`src/synth_cfg_pkg.sv`:
```
package synth_cfg_pkg;
    localparam int REG_W = 24;
    // register indices as printed; byte address is four times the index
    localparam logic [7:0] IDX_DIVIDE_GAIN = 8'h16;
    localparam logic [7:0] IDX_MODES = 8'h17;
    localparam logic [7:0] IDX_BIAS = 8'h18;
    localparam logic [7:0] IDX_CAL = 8'h19;
    localparam logic [7:0] IDX_SEED = 8'h1A;
    localparam logic [23:0] RST_DIVIDE_GAIN = 24'h0006C1;
    localparam logic [23:0] RST_MODES = 24'h0001AB;
    localparam logic [23:0] RST_BIAS = 24'h0054C1;
    localparam logic [23:0] RST_CAL = 24'h000AAA;
    localparam logic [23:0] RST_SEED = 24'hB29D0B;
    localparam logic [5:0] DIV_MAX = 6'h3E;
    localparam logic [5:0] DIV_MUTE = 6'h00;
    localparam logic [5:0] DIV_PASS = 6'h01;
    localparam int POS_MASTER_EN = 0;
    localparam int POS_EXT_BUF_EN = 2;
    localparam int POS_LOOP_BUF_EN = 3;
    localparam int POS_PRI_EN = 4;
    localparam int POS_SEC_EN = 5;
    localparam int POS_EXT_IN_EN = 6;
    localparam int POS_PRELOCK_MUTE = 7;
    localparam int POS_PRI_SE = 8;
    localparam int POS_SEC_SE = 9;
    localparam int POS_PUMP_SEL = 11;
    localparam int POS_DIV_STAGE_GAIN = 10;
    localparam int POS_EXT_BIAS_LO = 19;

    typedef struct packed {
        logic [5:0] divide_ratio;
        logic [1:0] primary_gain;
        logic [1:0] secondary_gain;
        logic div_stage_gain_max;
    } gain_ctl_t;

    typedef struct packed {
        logic subsystem_en;
        logic ext_buf_to_out;
        logic loop_buf_en;
        logic output_stages_on;
        logic primary_out_pos_pin_en;
        logic primary_out_neg_pin_en;
        logic secondary_out_pos_pin_en;
        logic secondary_out_neg_pin_en;
        logic ext_input_en;
        logic pump_output_a_sel;
        logic pump_output_b_sel;
        logic [1:0] ext_bias;
    } path_ctl_t;
endpackage : synth_cfg_pkg

```
`src/synth_output_config_regs.sv`:
```
// What this block does
// - divide zero mutes output stages only
// - odd ratios above one round down, above 62 clamps
// - primary gain code 3 max, 3 dB steps
// - secondary gain same mapping, resets to 2
// - divider stage gain bit selects max/-3 dB
// - master enable needs chip enable too
// - external buffer bit routes buffer to output
// - loop buffer bit powers loop buffer, resets one
// - bit four primary, bit five secondary enable
// - bit six enables external input path
// - pre-lock mute holds outputs until lock
// - primary single-ended drives negative pin only
// - secondary single-ended drives one pin only
// - pump select: zero pump a, one pump b
// - seed sets phase as 2pi seed/2^24
// - seed sets start phase, reapplied per change outside exact mode without autoseed
`timescale 1ns/100ps
module synth_output_config_regs
    import synth_cfg_pkg::*;
(
    // clock and reset
    input wire logic core_clk,
    input wire logic arst_n,
    // apb slave
    input wire logic psel,
    input wire logic penable,
    input wire logic pwrite,
    input wire logic [11:0] paddr,
    input wire logic [31:0] pwdata,
    output logic [31:0] prdata,
    output logic pready,
    output logic pslverr,
    // device status
    input wire logic chip_enable,
    input wire logic loop_locked,
    input wire logic exact_freq_mode,
    input wire logic auto_seed_en,
    input wire logic freq_change,
    // decoded controls
    output gain_ctl_t gain_ctl,
    output path_ctl_t path_ctl,
    output logic [23:0] phase_seed,
    output logic seed_load,
    output logic [23:0] calibration_value
);
    logic rst_s1;
    logic rst_n;
    logic [23:0] divide_gain, modes, bias, cal, seed;
    logic [23:0] next_divide_gain, next_modes, next_bias, next_cal, next_seed;
    logic [31:0] next_prdata;
    logic next_pslverr;
    logic next_seed_load;
    logic seed_pending, next_seed_pending;
    gain_ctl_t next_gain_ctl;
    path_ctl_t next_path_ctl;
    logic [7:0] idx;
    logic hit;
    logic access;
    logic rd_valid, next_rd_valid;

    always_ff @(posedge core_clk or negedge arst_n)
    begin
        if (!arst_n)
        begin
            rst_s1 <= 1'b0;
            rst_n <= 1'b0;
        end
        else
        begin
            rst_s1 <= 1'b1;
            rst_n <= rst_s1;
        end
    end

    assign idx = paddr[9:2];
    assign access = psel && penable;
    // one wait state: read data and error are registered before pready rises
    assign pready = access && rd_valid;

    // first access cycle loads read data, second (pready high) commits a write
    always_comb
    begin
        hit = (paddr[1:0] == 2'h0) && (paddr[11:10] == 2'h0) &&
              (idx >= IDX_DIVIDE_GAIN) && (idx <= IDX_SEED);
        next_rd_valid = access && !rd_valid;
        next_divide_gain = divide_gain;
        next_modes = modes;
        next_bias = bias;
        next_cal = cal;
        next_seed = seed;
        next_prdata = prdata;
        next_pslverr = 1'b0;
        if (access && !rd_valid)
        begin
            next_pslverr = !hit;
            next_prdata = 32'h0;
            if (!pwrite && hit)
            begin
                case (idx)
                    IDX_DIVIDE_GAIN: next_prdata = {8'h00, divide_gain};
                    IDX_MODES: next_prdata = {8'h00, modes};
                    IDX_BIAS: next_prdata = {8'h00, bias};
                    IDX_CAL: next_prdata = {8'h00, cal};
                    IDX_SEED: next_prdata = {8'h00, seed};
                    default: next_prdata = 32'h0;
                endcase
            end
        end
        else if (access && pwrite && hit)
        begin
            case (idx)
                IDX_DIVIDE_GAIN: next_divide_gain = pwdata[23:0];
                IDX_MODES: next_modes = pwdata[23:0];
                IDX_BIAS: next_bias = pwdata[23:0];
                IDX_CAL: next_cal = pwdata[23:0];
                IDX_SEED: next_seed = pwdata[23:0];
                default: next_divide_gain = divide_gain;
            endcase
        end
    end

    always_ff @(posedge core_clk or negedge rst_n)
    begin
        if (!rst_n)
        begin
            divide_gain <= RST_DIVIDE_GAIN;
            modes <= RST_MODES;
            bias <= RST_BIAS;
            cal <= RST_CAL;
            seed <= RST_SEED;
            prdata <= 32'h0;
            pslverr <= 1'b0;
            rd_valid <= 1'b0;
        end
        else
        begin
            divide_gain <= next_divide_gain;
            modes <= next_modes;
            bias <= next_bias;
            cal <= next_cal;
            seed <= next_seed;
            prdata <= next_prdata;
            pslverr <= next_pslverr;
            rd_valid <= next_rd_valid;
        end
    end

    // decoded control outputs
    always_comb
    begin
        logic [5:0] raw;
        logic muted;
        logic en;
        muted = 1'b0;
        en = 1'b0;
        raw = divide_gain[5:0];
        next_gain_ctl.divide_ratio = raw;
        if (raw > DIV_MAX)
        begin
            next_gain_ctl.divide_ratio = DIV_MAX;
        end
        else if (raw[0] && (raw != DIV_PASS))
        begin
            next_gain_ctl.divide_ratio = {raw[5:1], 1'b0};
        end
        // one passes through, even values divide by themselves
        next_gain_ctl.primary_gain = divide_gain[7:6];
        next_gain_ctl.secondary_gain = divide_gain[9:8];
        next_gain_ctl.div_stage_gain_max = divide_gain[POS_DIV_STAGE_GAIN];
        en = modes[POS_MASTER_EN] && chip_enable;
        muted = modes[POS_PRELOCK_MUTE] && !loop_locked;
        next_path_ctl.subsystem_en = en;
        next_path_ctl.ext_buf_to_out = en && modes[POS_EXT_BUF_EN];
        next_path_ctl.loop_buf_en = en && modes[POS_LOOP_BUF_EN];
        next_path_ctl.output_stages_on = en && (raw != DIV_MUTE);
        next_path_ctl.primary_out_neg_pin_en = next_path_ctl.output_stages_on &&
            modes[POS_PRI_EN] && !muted;
        next_path_ctl.primary_out_pos_pin_en = next_path_ctl.primary_out_neg_pin_en &&
            !modes[POS_PRI_SE];
        next_path_ctl.secondary_out_pos_pin_en = next_path_ctl.output_stages_on &&
            modes[POS_SEC_EN] && !muted;
        next_path_ctl.secondary_out_neg_pin_en = next_path_ctl.secondary_out_pos_pin_en &&
            !modes[POS_SEC_SE];
        next_path_ctl.ext_input_en = en && modes[POS_EXT_IN_EN];
        next_path_ctl.pump_output_a_sel = !modes[POS_PUMP_SEL];
        next_path_ctl.pump_output_b_sel = modes[POS_PUMP_SEL];
        next_path_ctl.ext_bias = bias[POS_EXT_BIAS_LO +: 2];
    end

    // seed load: in exact mode when seed differs from phase_seed, first use, or each change outside exact mode without autoseed
    always_comb
    begin
        next_seed_pending = seed_pending;
        next_seed_load = 1'b0;
        if (exact_freq_mode)
        begin
            next_seed_load = (seed != phase_seed) || seed_pending;
            next_seed_pending = 1'b0;
        end
        else if (auto_seed_en)
        begin
            next_seed_load = seed_pending;
            next_seed_pending = 1'b0;
        end
        else
        begin
            next_seed_load = freq_change || seed_pending;
            next_seed_pending = 1'b0;
        end
    end

    always_ff @(posedge core_clk or negedge rst_n)
    begin
        if (!rst_n)
        begin
            gain_ctl <= '0;
            path_ctl <= '0;
            phase_seed <= RST_SEED;
            seed_load <= 1'b0;
            seed_pending <= 1'b1;
            calibration_value <= RST_CAL;
        end
        else
        begin
            gain_ctl <= next_gain_ctl;
            path_ctl <= next_path_ctl;
            seed_load <= next_seed_load;
            seed_pending <= next_seed_pending;
            if (next_seed_load)
            begin
                phase_seed <= seed;
            end
            calibration_value <= cal;
        end
    end
endmodule : synth_output_config_regs

```
`config.mk`:
```
export PLATFORM = sky130hd
export DESIGN_NAME = synth_output_config_regs
export DESIGN_NICKNAME = d
export VERILOG_FILES = /design/src/synth_cfg_pkg.sv /design/src/synth_output_config_regs.sv
export SDC_FILE = /design/constraint.sdc
export NUM_CORES = 1
export LEC_CHECK = 0
export BUFFER_PORTS_ARGS = -buffer_cell sky130_fd_sc_hd__buf_4
export CORE_MARGIN = 3
export CORE_UTILIZATION = 51
export CTS_CLUSTER_SIZE = 12
export DETAILED_ROUTE_END_ITERATION = 8
export HOLD_SLACK_MARGIN = 0.05
export PLACE_DENSITY_LB_ADDON = 0.05
export SYNTH_ARGS = -nofsm -noshare
export SYNTH_HDL_FRONTEND = slang
export SYNTH_SLANG_ARGS = --single-unit
```
`constraint.sdc`:
```
create_clock -name core_clk -period 7.05 [get_ports core_clk]
set_input_delay 0.705 -clock core_clk [delete_from_list [all_inputs] [get_ports core_clk]]
set_output_delay 0.705 -clock core_clk [all_outputs]
set_load 0.05 [all_outputs]
```
Word level (Yosys, flattened, before mapping). Cells that the tools add are included.

Register bits: 230. Bits in latches: 0. Memory bits (writable): 0. Bits in read-only memories: 0. Input bits: 54. Output and inout bits: 107. Word-level logic and storage cells: 88. Memories kept: 0.

Add/sub/neg operators: 0. $mul: 0. Divide/modulo/power cells: 0. Magnitude comparators: 3. Equality and inequality tests: 7. Shift-type cells: 0. Multiplexer cells: 7. Bitwise gates (word level): 1. Reduce and logical (&&, ||, !) cells: 40.

Operators with widths (number): 24-bit case mux with 5 select lines (1); 8-bit by 5-bit == test with 1-bit output (second input constant) (5); 24-bit 2-to-1 mux (1); 24-bit != test (1); 1-bit logical AND (22); 3-bit AND reduction (5); 8-bit by 5-bit >= comparator with 1-bit output (second input constant) (1); 8-bit by 5-bit less-or-equal comparator with 1-bit output (second input constant) (1); 1-bit logical NOT (8); 6-bit > comparator (second input constant) (1); 6-bit 2-to-1 mux (1); 6-bit by 1-bit != test with 1-bit output (second input constant) (1); 6-bit nonzero test (1); 2-bit logical NOT (2); 1-bit 2-to-1 mux (4); 1-bit logical OR (2); 1-bit inverter (1).

Depth between registers and ports, before layout. Gate-level depths: netlist (run 1).

Word-level depth: 6. Gate-level depth with buffers: 8. Depth with buffers taken out: 5.

Least setup slack after synthesis (run 1). Ideal clock, no wire load.

Path type: in2reg. Start point: input psel. End point: register divide_gain[11]. Setup time: 0.125 ns. Arrival: 2.613 ns. Data required time: 6.925 ns. Path slack: 4.312 ns. Stages on the path: 5. Buffers on the path: 1. Cell sequence: and3_1 > nand3_1 > nor4_2 > buf_4 > mux2_2.

Word-level cells in the longest chain between the ends: 4. Elaborated cells on any way between the ends: 6. Those cells by class: 1 x bitwise; 5 x reduce/logical.

RTL lines: start, declared (line synth_output_config_regs.sv:26) `input wire logic psel,`; 1-bit logical AND * (line synth_output_config_regs.sv:77) `assign access = psel && penable;`; 1-bit logical AND, on equally long branches (line synth_output_config_regs.sv:110, synth_output_config_regs.sv:94); 1-bit logical AND / 1-bit inverter (equally long branches); 3-bit AND reduction (no source line) *; end signal, assigned (line synth_output_config_regs.sv:138) `divide_gain <= next_divide_gain;`; end, declared (line synth_output_config_regs.sv:49) `logic [23:0] divide_gain, modes, bias, cal, seed;`.

Every way passes the cells marked *; elsewhere a longest branch is shown, timed or not. A chain may end at the register's enable or synchronous reset.

Worst setup path after layout (run 1).
Start point: input paddr[1]. End point: register divide_gain[5].

Word-level cells in the longest chain between the ends: 6.

RTL lines: start, declared (line synth_output_config_regs.sv:29) `input wire logic [11:0] paddr,`; 2-bit logical NOT (line synth_output_config_regs.sv:84) `hit = (paddr[1:0] == 2'h0) && (paddr[11:10] == 2'h0) &&`; 1-bit logical AND (2 in a row) (line synth_output_config_regs.sv:84); 1-bit logical AND (line synth_output_config_regs.sv:85) `(idx >= IDX_DIVIDE_GAIN) && (idx <= IDX_SEED);`; 1-bit logical AND (line synth_output_config_regs.sv:110) `else if (access && pwrite && hit)`; 3-bit AND reduction (no source line).

Every way passes these cells.

==> results.sh, run 1 <==
export IMPL_p_per_area_nw_per_um2=219
export IMPL_worst_pin_slew_ps=1000
export IMPL_outcome="finished, final reports clean"
export IMPL_grt_pass1_wl_um=37700
export IMPL_cp_max_fo=14
export IMPL_finalHoldViolations=0
export IMPL_fin_crit_ps=2670
export IMPL_drv_slew=0
export IMPL_p_switching_mw=0.564
export IMPL_yosys_register_bits=222
export IMPL_core_um2=18200
export IMPL_critPathSlowestCell="nor4_4"
export IMPL_synthCells=756
export IMPL_syn_avg_cell_area_um2=12.6
export IMPL_clock_sinks=222
export IMPL_cts_buffers_inserted=23
export IMPL_first_pass_iters=4
export IMPL_via_per_inst=5.87
export IMPL_fin_skew_ps=13.3
export IMPL_ios=161
export IMPL_grt_max_degree=172
export IMPL_place_gp_congestion=0.790
export IMPL_p_leak_nw=5.49
export IMPL_vias=6619
export IMPL_grt_pass1_vias=6733
export IMPL_clock_latency_ps=510
export IMPL_overflow=0
export IMPL_die_h_um=143
export IMPL_root_buffer="clkbuf_16"
export IMPL_p_int_mw=1.95
export IMPL_die_w_um=143
export IMPL_h_tree_depth=1
export IMPL_drive_gt1_frac=0.413
export IMPL_cts_tree="built"
export IMPL_path_class="in -> reg"
export IMPL_max_slew_margin=0.333
export IMPL_multi_input_area_um2=3630
export IMPL_yosysUniqueCellTypes=41
export IMPL_drv_cap=0
export IMPL_pwr_share_seq=0.510
export IMPL_hold_path_class="reg -> reg"
export IMPL_wirelength_um=24300
export IMPL_drc_errors=0
export IMPL_drt_initial_drc_count=400
export IMPL_clk_pin_slew_ps=60
export IMPL_grt_use_total=0.235
export IMPL_io_buffers=144
export IMPL_ant_nets=0
export IMPL_slowest_delay_ps=800
export IMPL_grt_antenna_before_repair=0
export IMPL_critPathTopFamily="simple AND/OR/NAND/NOR gates"
export IMPL_wire_per_inst_um=21.6
export IMPL_yosysWarnings=0
export IMPL_cp_arrival_ps=3070
export IMPL_yosysSeqAreaShare=0.588
export IMPL_fmax_mhz=374
export IMPL_power_frac_comb=0.046
export IMPL_power_mw=2.51
export IMPL_tns_ps=0
export IMPL_power_share_clock=0.444
export IMPL_rsz0062_at_grt="no"
export IMPL_diodes=0
export IMPL_cts_buffer_depth=3
export IMPL_path_buf_inv=2
export IMPL_fin_cells=1127
export IMPL_rows=49
export IMPL_cp_start_kind="primary input"
export IMPL_initial_core_util=0.525
export IMPL_place_hpwl_um=15200
export IMPL_ir_drop_v=0.000179
export IMPL_placedInstanceArea_um2=10800
export IMPL_area_growth_pct=19.8
export IMPL_postCtsSetupBuffers=0
export IMPL_fillerInstances=1450
export IMPL_worst_ep_required_time_ps=7440
export IMPL_sw_frac_of_total=0.225
export IMPL_path_common_cell="buf_4"
export IMPL_crit_chain="buf_4 > nor4_1 > nand3_1 > nor4_4 > buf_4 > mux2_2"
export IMPL_period_share=0.379
export IMPL_seqCellArea_um2=5630
export IMPL_fp_dieArea_um2=20400
export IMPL_finish_net_count=936
export IMPL_fin_area_um2=11500
export IMPL_syn_area_um2=9560
export IMPL_worstSetupEndpointType="flip-flop"
export IMPL_dp_cells=1085
export IMPL_final_setup_viol_count=0
## area by class of cell
cell class / instances / share of cell area
repair buffers: 158 / 0.105
clock buffers: 38 / 0.0578
clock inverters: 3 / 0.00164
inverters: 6 / 0.00197
multi-input cells: 471 / 0.317
flip-flops and latches: 222 / 0.491
well taps: 229 / 0.0250
## final timing paths
kind,cells past startpoint,slack (ps),from,endpoint
hold / removal,0,350,rst_s1,rst_n
min in group asynchronous,1,430,rst_n,seed_load
hold reg to reg,0,350,rst_s1,rst_n
setup reg to reg,5,4560,rd_valid,divide_gain[5]
max in group asynchronous,2,5300,rst_n,modes[14]
setup / recovery,6,4380,paddr[1],divide_gain[5]
## power groups by stage
stage	registers, mW	logic (mW)	clock network [mW]
global route	1.28	0.126	1.20
CTS	1.28	0.117	1.14
floorplan	1.32	0.0461	0
finish	1.28	0.116	1.11
global placement	1.30	0.113	0
detailed placement	1.30	0.116	0
## stage by stage
step / setup slack, ps / utilization / hold WS (ps)
6_report: 4380 / 0.629 / 349
5_1_grt: 4180 / 0.629 / 370
4_1_cts: 4340 / 0.629 / 351
3_5_place_dp: 3810 / 0.591 / 337
3_3_place_gp: 3840 / 0.591 / 337
2_1_floorplan: 500 / - / 331
## cells in the final DEF, fill, tap and decap left out, types with 3 or more instances in the layout
cell type  count
nor3_1         3
clkbuf_16     23
nand2_4        3
and3_1        28
xnor2_1       24
conb_1        10
clkbuf_1      12
o22ai_1       23
mux2_4        13
nand4_1       30
a21oi_1       49
nand2_1       50
dfrtp_1      167
a22oi_1       23
clkbuf_8       3
a21o_1         3
inv_1          6
buf_4        156
nor2_1         6
mux2_2       107
o211ai_1      24
o21ai_0       26
dfstp_2       54
mux2i_1       25
## flip-flops by register name (all words and copies together), names as in the netlist
register and cells:
rst_n 1, modes 24, gain_ctl 11, cal 24
seed 24, path_ctl 13, phase_seed 24, bias 24
calibration_value 24, seed_load 1, rd_valid 1, pslverr 1
divide_gain 24, seed_pending 1, prdata 24, rst_s1 1
## timing repair
| item | CTS | global route |
|---|---|---|
| hold buffers | 1 | 0 |
| gates resized for setup | 0 | 0 |
| endpoints found under the hold margin | 2 | 0 |
## per-layer routing
metal / part of all wire / up-vias / global-route usage
met5: 0 / - / 0
met4: 0.028 / 0 / 0.0745
met3: 0.045 / 37 / 0.0362
met2: 0.50 / 179 / 0.397
met1: 0.43 / 3422 / 0.315
li1: - / 2981 / -
## synthesized netlist by cell type
cell type  number  share of area
o211ai_1       24          0.019
buf_6           7         0.0082
o31a_1          1        0.00092
nand4_1        30          0.020
nand2b_1        1        0.00065
inv_1           6         0.0024
and3_1         28          0.018
dfrtp_1       168           0.44
o22ai_1        23          0.015
dfstp_2        54           0.15
a211oi_1        1        0.00079
buf_1           3         0.0012
a21oi_1        50          0.026
nor2_1          6         0.0024
nand2_1        50          0.020
mux2i_1        25          0.026
clkbuf_1       40          0.016
or2_1           1        0.00065
a22oi_1        23          0.018
nor2_8          1         0.0021
nand2_4         3         0.0035
conb_1          2        0.00079
mux2_4         13          0.020
xnor2_1        24          0.022
buf_4          10         0.0079
buf_2           5         0.0026
nand3_1         2         0.0010
nor2b_1         2         0.0013
and2_1          2         0.0013
nor3b_1         2         0.0016
nor4_2          2         0.0026
o32ai_1         1        0.00092
nor3_1          4         0.0021
or4b_1          1         0.0010
nor4_1          1        0.00065
a31oi_1         1        0.00065
o21ai_0        26          0.014
or4_1           1        0.00079
mux2_2        107           0.13
a21o_1          3         0.0024
nand3b_1        2         0.0016
## worst reg2reg max path: cells and delay by family, from the launching register on
kind	cells	cell delay, ps
DFF	1	340
buffers and inverters	1	420
and+or+nand+nor	3	1250
muxes	1	380
## kinds of logic (layout without fill, tap and decap cells)
logic type,Yosys count,after routing,synth area share
other,2,10,0.000786
xor gates and xnor gates,24,24,0.0220
and+or+nand+nor,139,139,0.0809
DFF,222,222,0.588
buffers and inverters,71,205,0.0380
AOI/OAI and AO/OA,153,153,0.0974
muxes,145,145,0.173
Note: power is estimated with default switching activity, not from simulation.
==> run 2, diff against run 1 <==
==> constraint.sdc (replaced) <==
create_clock -name core_clk -period 2.4 [get_ports core_clk]
set_input_delay 0.24 -clock core_clk [delete_from_list [all_inputs] [get_ports core_clk]]
set_output_delay 0.24 -clock core_clk [all_outputs]
set_load 0.05 [all_outputs]
==> results.sh, run 2 (synthesized netlist as in run 1, its figures left out) <==
export IMPL_outcome="finished, final reports clean"
export IMPL_critPathSlowestCell="mux2_2"
export IMPL_cp_arrival_ps=2370
export IMPL_place_hpwl_um=16500
export IMPL_fin_skew_ps=7.98
export IMPL_p_per_area_nw_per_um2=652
export IMPL_first_pass_iters=4
export IMPL_vias=6856
export IMPL_wirelength_um=25200
export IMPL_grt_antenna_before_repair=0
export IMPL_h_tree_depth=1
export IMPL_cts_tree="built"
export IMPL_drc_errors=0
export IMPL_drv_cap=0
export IMPL_worstSetupEndpointType="flip-flop"
export IMPL_postCtsSetupBuffers=0
export IMPL_diodes=0
export IMPL_crit_chain="and3_1 > nand3_1 > nor4_4 > buf_4 > mux2_2"
export IMPL_drt_initial_drc_count=351
export IMPL_ant_nets=0
export IMPL_grt_pass1_vias=7146
export IMPL_max_slew_margin=0.554
export IMPL_rows=49
export IMPL_initial_core_util=0.525
export IMPL_overflow=0
export IMPL_drive_gt1_frac=0.419
export IMPL_root_buffer="clkbuf_16"
export IMPL_r2r_start="rd_valid"
export IMPL_grt_use_total=0.247
export IMPL_wire_per_inst_um=21.5
export IMPL_worst_pin_slew_ps=669
export IMPL_final_setup_viol_count=0
export IMPL_io_buffers=144
export IMPL_clock_sinks=222
export IMPL_area_growth_pct=25.7
export IMPL_path_class="reg -> reg"
export IMPL_core_um2=18200
export IMPL_slowest_delay_ps=370
export IMPL_fin_cells=1175
export IMPL_clk_pin_slew_ps=60
export IMPL_finalHoldViolations=0
export IMPL_clock_latency_ps=510
export IMPL_drv_slew=0
export IMPL_fmax_mhz=505
export IMPL_critPathTopFamily="simple AND/OR/NAND/NOR gates"
export IMPL_worst_ep_required_time_ps=2790
export IMPL_hold_path_class="in -> reg"
export IMPL_finish_net_count=983
export IMPL_period_share=0.825
export IMPL_ios=161
export IMPL_cp_max_fo=14
export IMPL_fp_dieArea_um2=20400
export IMPL_crit_start="rd_valid"
export IMPL_via_per_inst=5.83
export IMPL_path_buf_inv=1
export IMPL_place_gp_congestion=0.838
export IMPL_dp_cells=1103
export IMPL_min_from="exact_freq_mode"
export IMPL_ir_drop_v=0.000526
export IMPL_grt_max_degree=93
export IMPL_rsz0062_at_grt="no"
export IMPL_final_common_cell="buf_4"
export IMPL_grt_pass1_wl_um=39900
export IMPL_final_cell_mix="buf_4 (172), dfrtp_1 (167), mux2_2 (107)"
export IMPL_die_h_um=143
export IMPL_fin_crit_ps=1980
export IMPL_tns_ps=0
export IMPL_die_w_um=143
export IMPL_cp_start_kind="flip-flop"
export IMPL_cts_buffer_depth=3
export IMPL_p_leak_nw=5.77
export IMPL_cts_buffers_inserted=24
run 2: metrics by stage:
stage                     setup slack (ps)  total power, mW  hold slack [ps]  instance area, um^2  utilization
after floorplan                       45.7             4.02            -55.6                 9590            -
after global placement                92.5             4.17             22.4                10900        0.600
after detailed placement              44.2             4.18             24.2                10900        0.600
after CTS                              422             7.91              116                12000        0.660
after global routing                   347             8.09              130                12000        0.660
final                                  420             7.84              125                12000        0.660
run 2: repair_timing:
| action | in CTS | in global routing |
|---|---|---|
| setup endpoints to repair | 0 | 0 |
| hold buffers | 29 | 0 |
| endpoints found under the hold margin | 127 | 0 |
| resized for setup | 0 | 0 |
run 2: worst paths after layout:
kind | endpoint | slack (ps) | depth (start not counted)
max | divide_gain[5] | 420 | 5
min | phase_seed[10] | 130 | 3
max reg2reg | divide_gain[5] | 420 | 5
min reg2reg | seed_load | 230 | 0
max in group asynchronous | modes[1] | 1370 | 1
min in group asynchronous | seed_load | 230 | 0
run 2: final cells by class:
class                      instances  area (um^2)
clock buffer                      40          762
clock inverter                     3         40.0
fill                            1395         6200
inverter                           6         22.5
multi-input combinational        471         3630
sequential                       222         5630
tap                              229          287
timing repair buffer             204         1640
run 2: tightest hold or removal path, cell delays in order:
cell and delay, ps:
buf_4 210, nand2_1 100, o211ai_1 80
run 2: report_power, final:
| part | leakage [nW] | internal [mW] | total, mW | switching (mW) |
|---|---|---|---|---|
| Sequential | 2.89 | 3.76 | 3.77 | 0.0105 |
| Combinational | 2.48 | 0.126 | 0.386 | 0.260 |
| Clock | 0.396 | 2.25 | 3.68 | 1.43 |
run 2: per-layer routing:
metal	vias up	global-route usage	share of wire
li1	3069	-	-
met1	3510	0.323	0.41
met2	232	0.432	0.51
met3	45	0.0325	0.051
met4	0	0.0760	0.024
met5	-	0	0
==> run 3, diff against run 2 <==
==> constraint.sdc (replaced) <==
create_clock -name core_clk -period 1.7 [get_ports core_clk]
set_input_delay 0.17 -clock core_clk [delete_from_list [all_inputs] [get_ports core_clk]]
set_output_delay 0.17 -clock core_clk [all_outputs]
set_load 0.05 [all_outputs]
==> results.sh, run 3 (synthesized netlist as in run 1, its figures left out) <==
export IMPL_outcome="complete, but fails checks"
export IMPL_failed_checks="negative setup slack"
export IMPL_power_mw=11.0
export IMPL_tns_ps=-3610
export IMPL_cp_max_fo=6
export IMPL_wl_met1_um=11100
export IMPL_p_per_area_nw_per_um2=846
export IMPL_critPathSlowestCell="dfstp_2"
export IMPL_core_um2=18200
export IMPL_first_pass_iters=5
export IMPL_path_class="reg -> reg"
export IMPL_fin_skew_ps=14.3
export IMPL_fmax_mhz=535
export IMPL_grt_use_total=0.253
export IMPL_clk_pin_slew_ps=60
export IMPL_initial_core_util=0.525
export IMPL_fp_dieArea_um2=20400
export IMPL_reg2regPathDepth=7
export IMPL_cts_buffers_inserted=24
export IMPL_ant_nets=0
export IMPL_diodes=0
export IMPL_die_h_um=143
export IMPL_cp_num_cells=7
export IMPL_finalHoldViolations=0
export IMPL_rsz0062_at_grt="yes"
export IMPL_max_slew_margin=0.392
export IMPL_final_cell_mix="buf_4 (212), dfrtp_1 (167), mux2_2 (87)"
export IMPL_grt_max_degree=50
export IMPL_worst_pin_slew_ps=912
export IMPL_vias=7186
export IMPL_path_buf_inv=2
export IMPL_critPathTopFamily="simple AND/OR/NAND/NOR gates"
export IMPL_via_per_inst=5.80
export IMPL_drv_slew=0
export IMPL_whs_path_depth=4
export IMPL_highest_layer="met4"
export IMPL_root_buffer="clkbuf_16"
export IMPL_wl_met3_um=1460
export IMPL_grt_antenna_before_repair=0
export IMPL_met2WireLength_um=13500
export IMPL_final_setup_viol_count=40
export IMPL_cp_start_kind="flip-flop"
export IMPL_fin_area_um2=13000
export IMPL_ir_drop_v=0.000772
export IMPL_p_leak_nw=6.20
export IMPL_cp_arrival_ps=2290
export IMPL_clock_sinks=222
export IMPL_cts_buffer_depth=3
export IMPL_fin_crit_ps=1870
export IMPL_grt_pass1_wl_um=41000
export IMPL_worst_ep_required_time_ps=2120
export IMPL_die_w_um=143
export IMPL_crit_chain="xnor2_2 > nand4_1 > nor4_4 > buf_4 > clkbuf_16 > nand4_1 > o211ai_1"
export IMPL_place_gp_congestion=0.873
export IMPL_cts_tree="built"
export IMPL_finish_net_count=1046
export IMPL_placedInstanceArea_um2=11700
export IMPL_drt_initial_drc_count=347
export IMPL_period_share=1.10
export IMPL_worstSetupEndpointType="flip-flop"
export IMPL_area_growth_pct=35.7
export IMPL_io_buffers=144
export IMPL_hold_path_class="in -> reg"
export IMPL_clock_latency_ps=510
export IMPL_ios=161
export IMPL_final_common_cell="buf_4"
export IMPL_grt_pass1_vias=7469
export IMPL_drc_errors=0
export IMPL_rows=49
export IMPL_wire_per_inst_um=21.8
export IMPL_overflow=0
export IMPL_setup_ws_ps=-169
export IMPL_drive_gt1_frac=0.479
export IMPL_rrSetupSlack_ps=-170
export IMPL_path_common_cell="nand4_1"
export IMPL_drv_cap=0
export IMPL_place_hpwl_um=17800
export IMPL_wirelength_um=27000
export IMPL_h_tree_depth=1
export IMPL_slowest_delay_ps=550
## run 3: tightest hold or removal path, delay by kind of cell
| family | cells | cell delay (ps) |
|---|---|---|
| AO/OA/AOI/OAI | 2 | 150 |
| buffers and inverters | 2 | 260 |
## run 3: worst paths after layout
check,startpoint,end
worst max-delay path,seed[17],phase_seed[18]
worst min-delay path,freq_change,seed_load
worst max register to register,seed[17],phase_seed[18]
worst min register to register,rst_n,cal[13]
max in group asynchronous,rst_n,bias[0]
min in group asynchronous,rst_n,cal[13]
## run 3: layout make-up
class	count	area (um^2)
Sequential cell	222	5630
Fill cell	1297	5240
Multi-Input combinational cell	471	3910
Timing Repair Buffer	267	2360
Clock buffer	39	708
Tap cell	229	287
Clock inverter	5	52.6
Inverter	6	22.5
## run 3: repair_timing
| item | CTS | global route |
|---|---|---|
| setup endpoints to repair | 39 | 91 |
| hold endpoints to repair | 130 | 0 |
| gates cloned | 0 | 7 |
| setup buffers | 0 | 2 |
| gates resized for setup | 6 | 15 |
| hold buffers | 30 | 0 |
| pin swaps | 11 | 8 |
## run 3: layer usage
metal  global-route usage  vias up
met1                0.329     3663
li1                     -     3199
met3               0.0378       51
met5                    0        -
met2                0.437      273
met4               0.0850        0
## run 3: per-stage QoR
stage           util  worst slack, ps  std cells  hold WS (ps)
6_report       0.712             -169       1239           128
3_3_place_gp   0.641             -341       1156         -47.3
3_5_place_dp   0.641             -410       1156         -45.7
2_1_floorplan      -             -519        764          -126
4_1_cts        0.700             -114       1230           102
5_1_grt        0.712             -236       1239           130
## run 3: power by group
part	internal, mW	switching, mW	total (mW)
logic	0.214	0.391	0.606
clock network	2.99	2.06	5.05
registers	5.30	0.0176	5.32
total	8.51	2.47	11.0
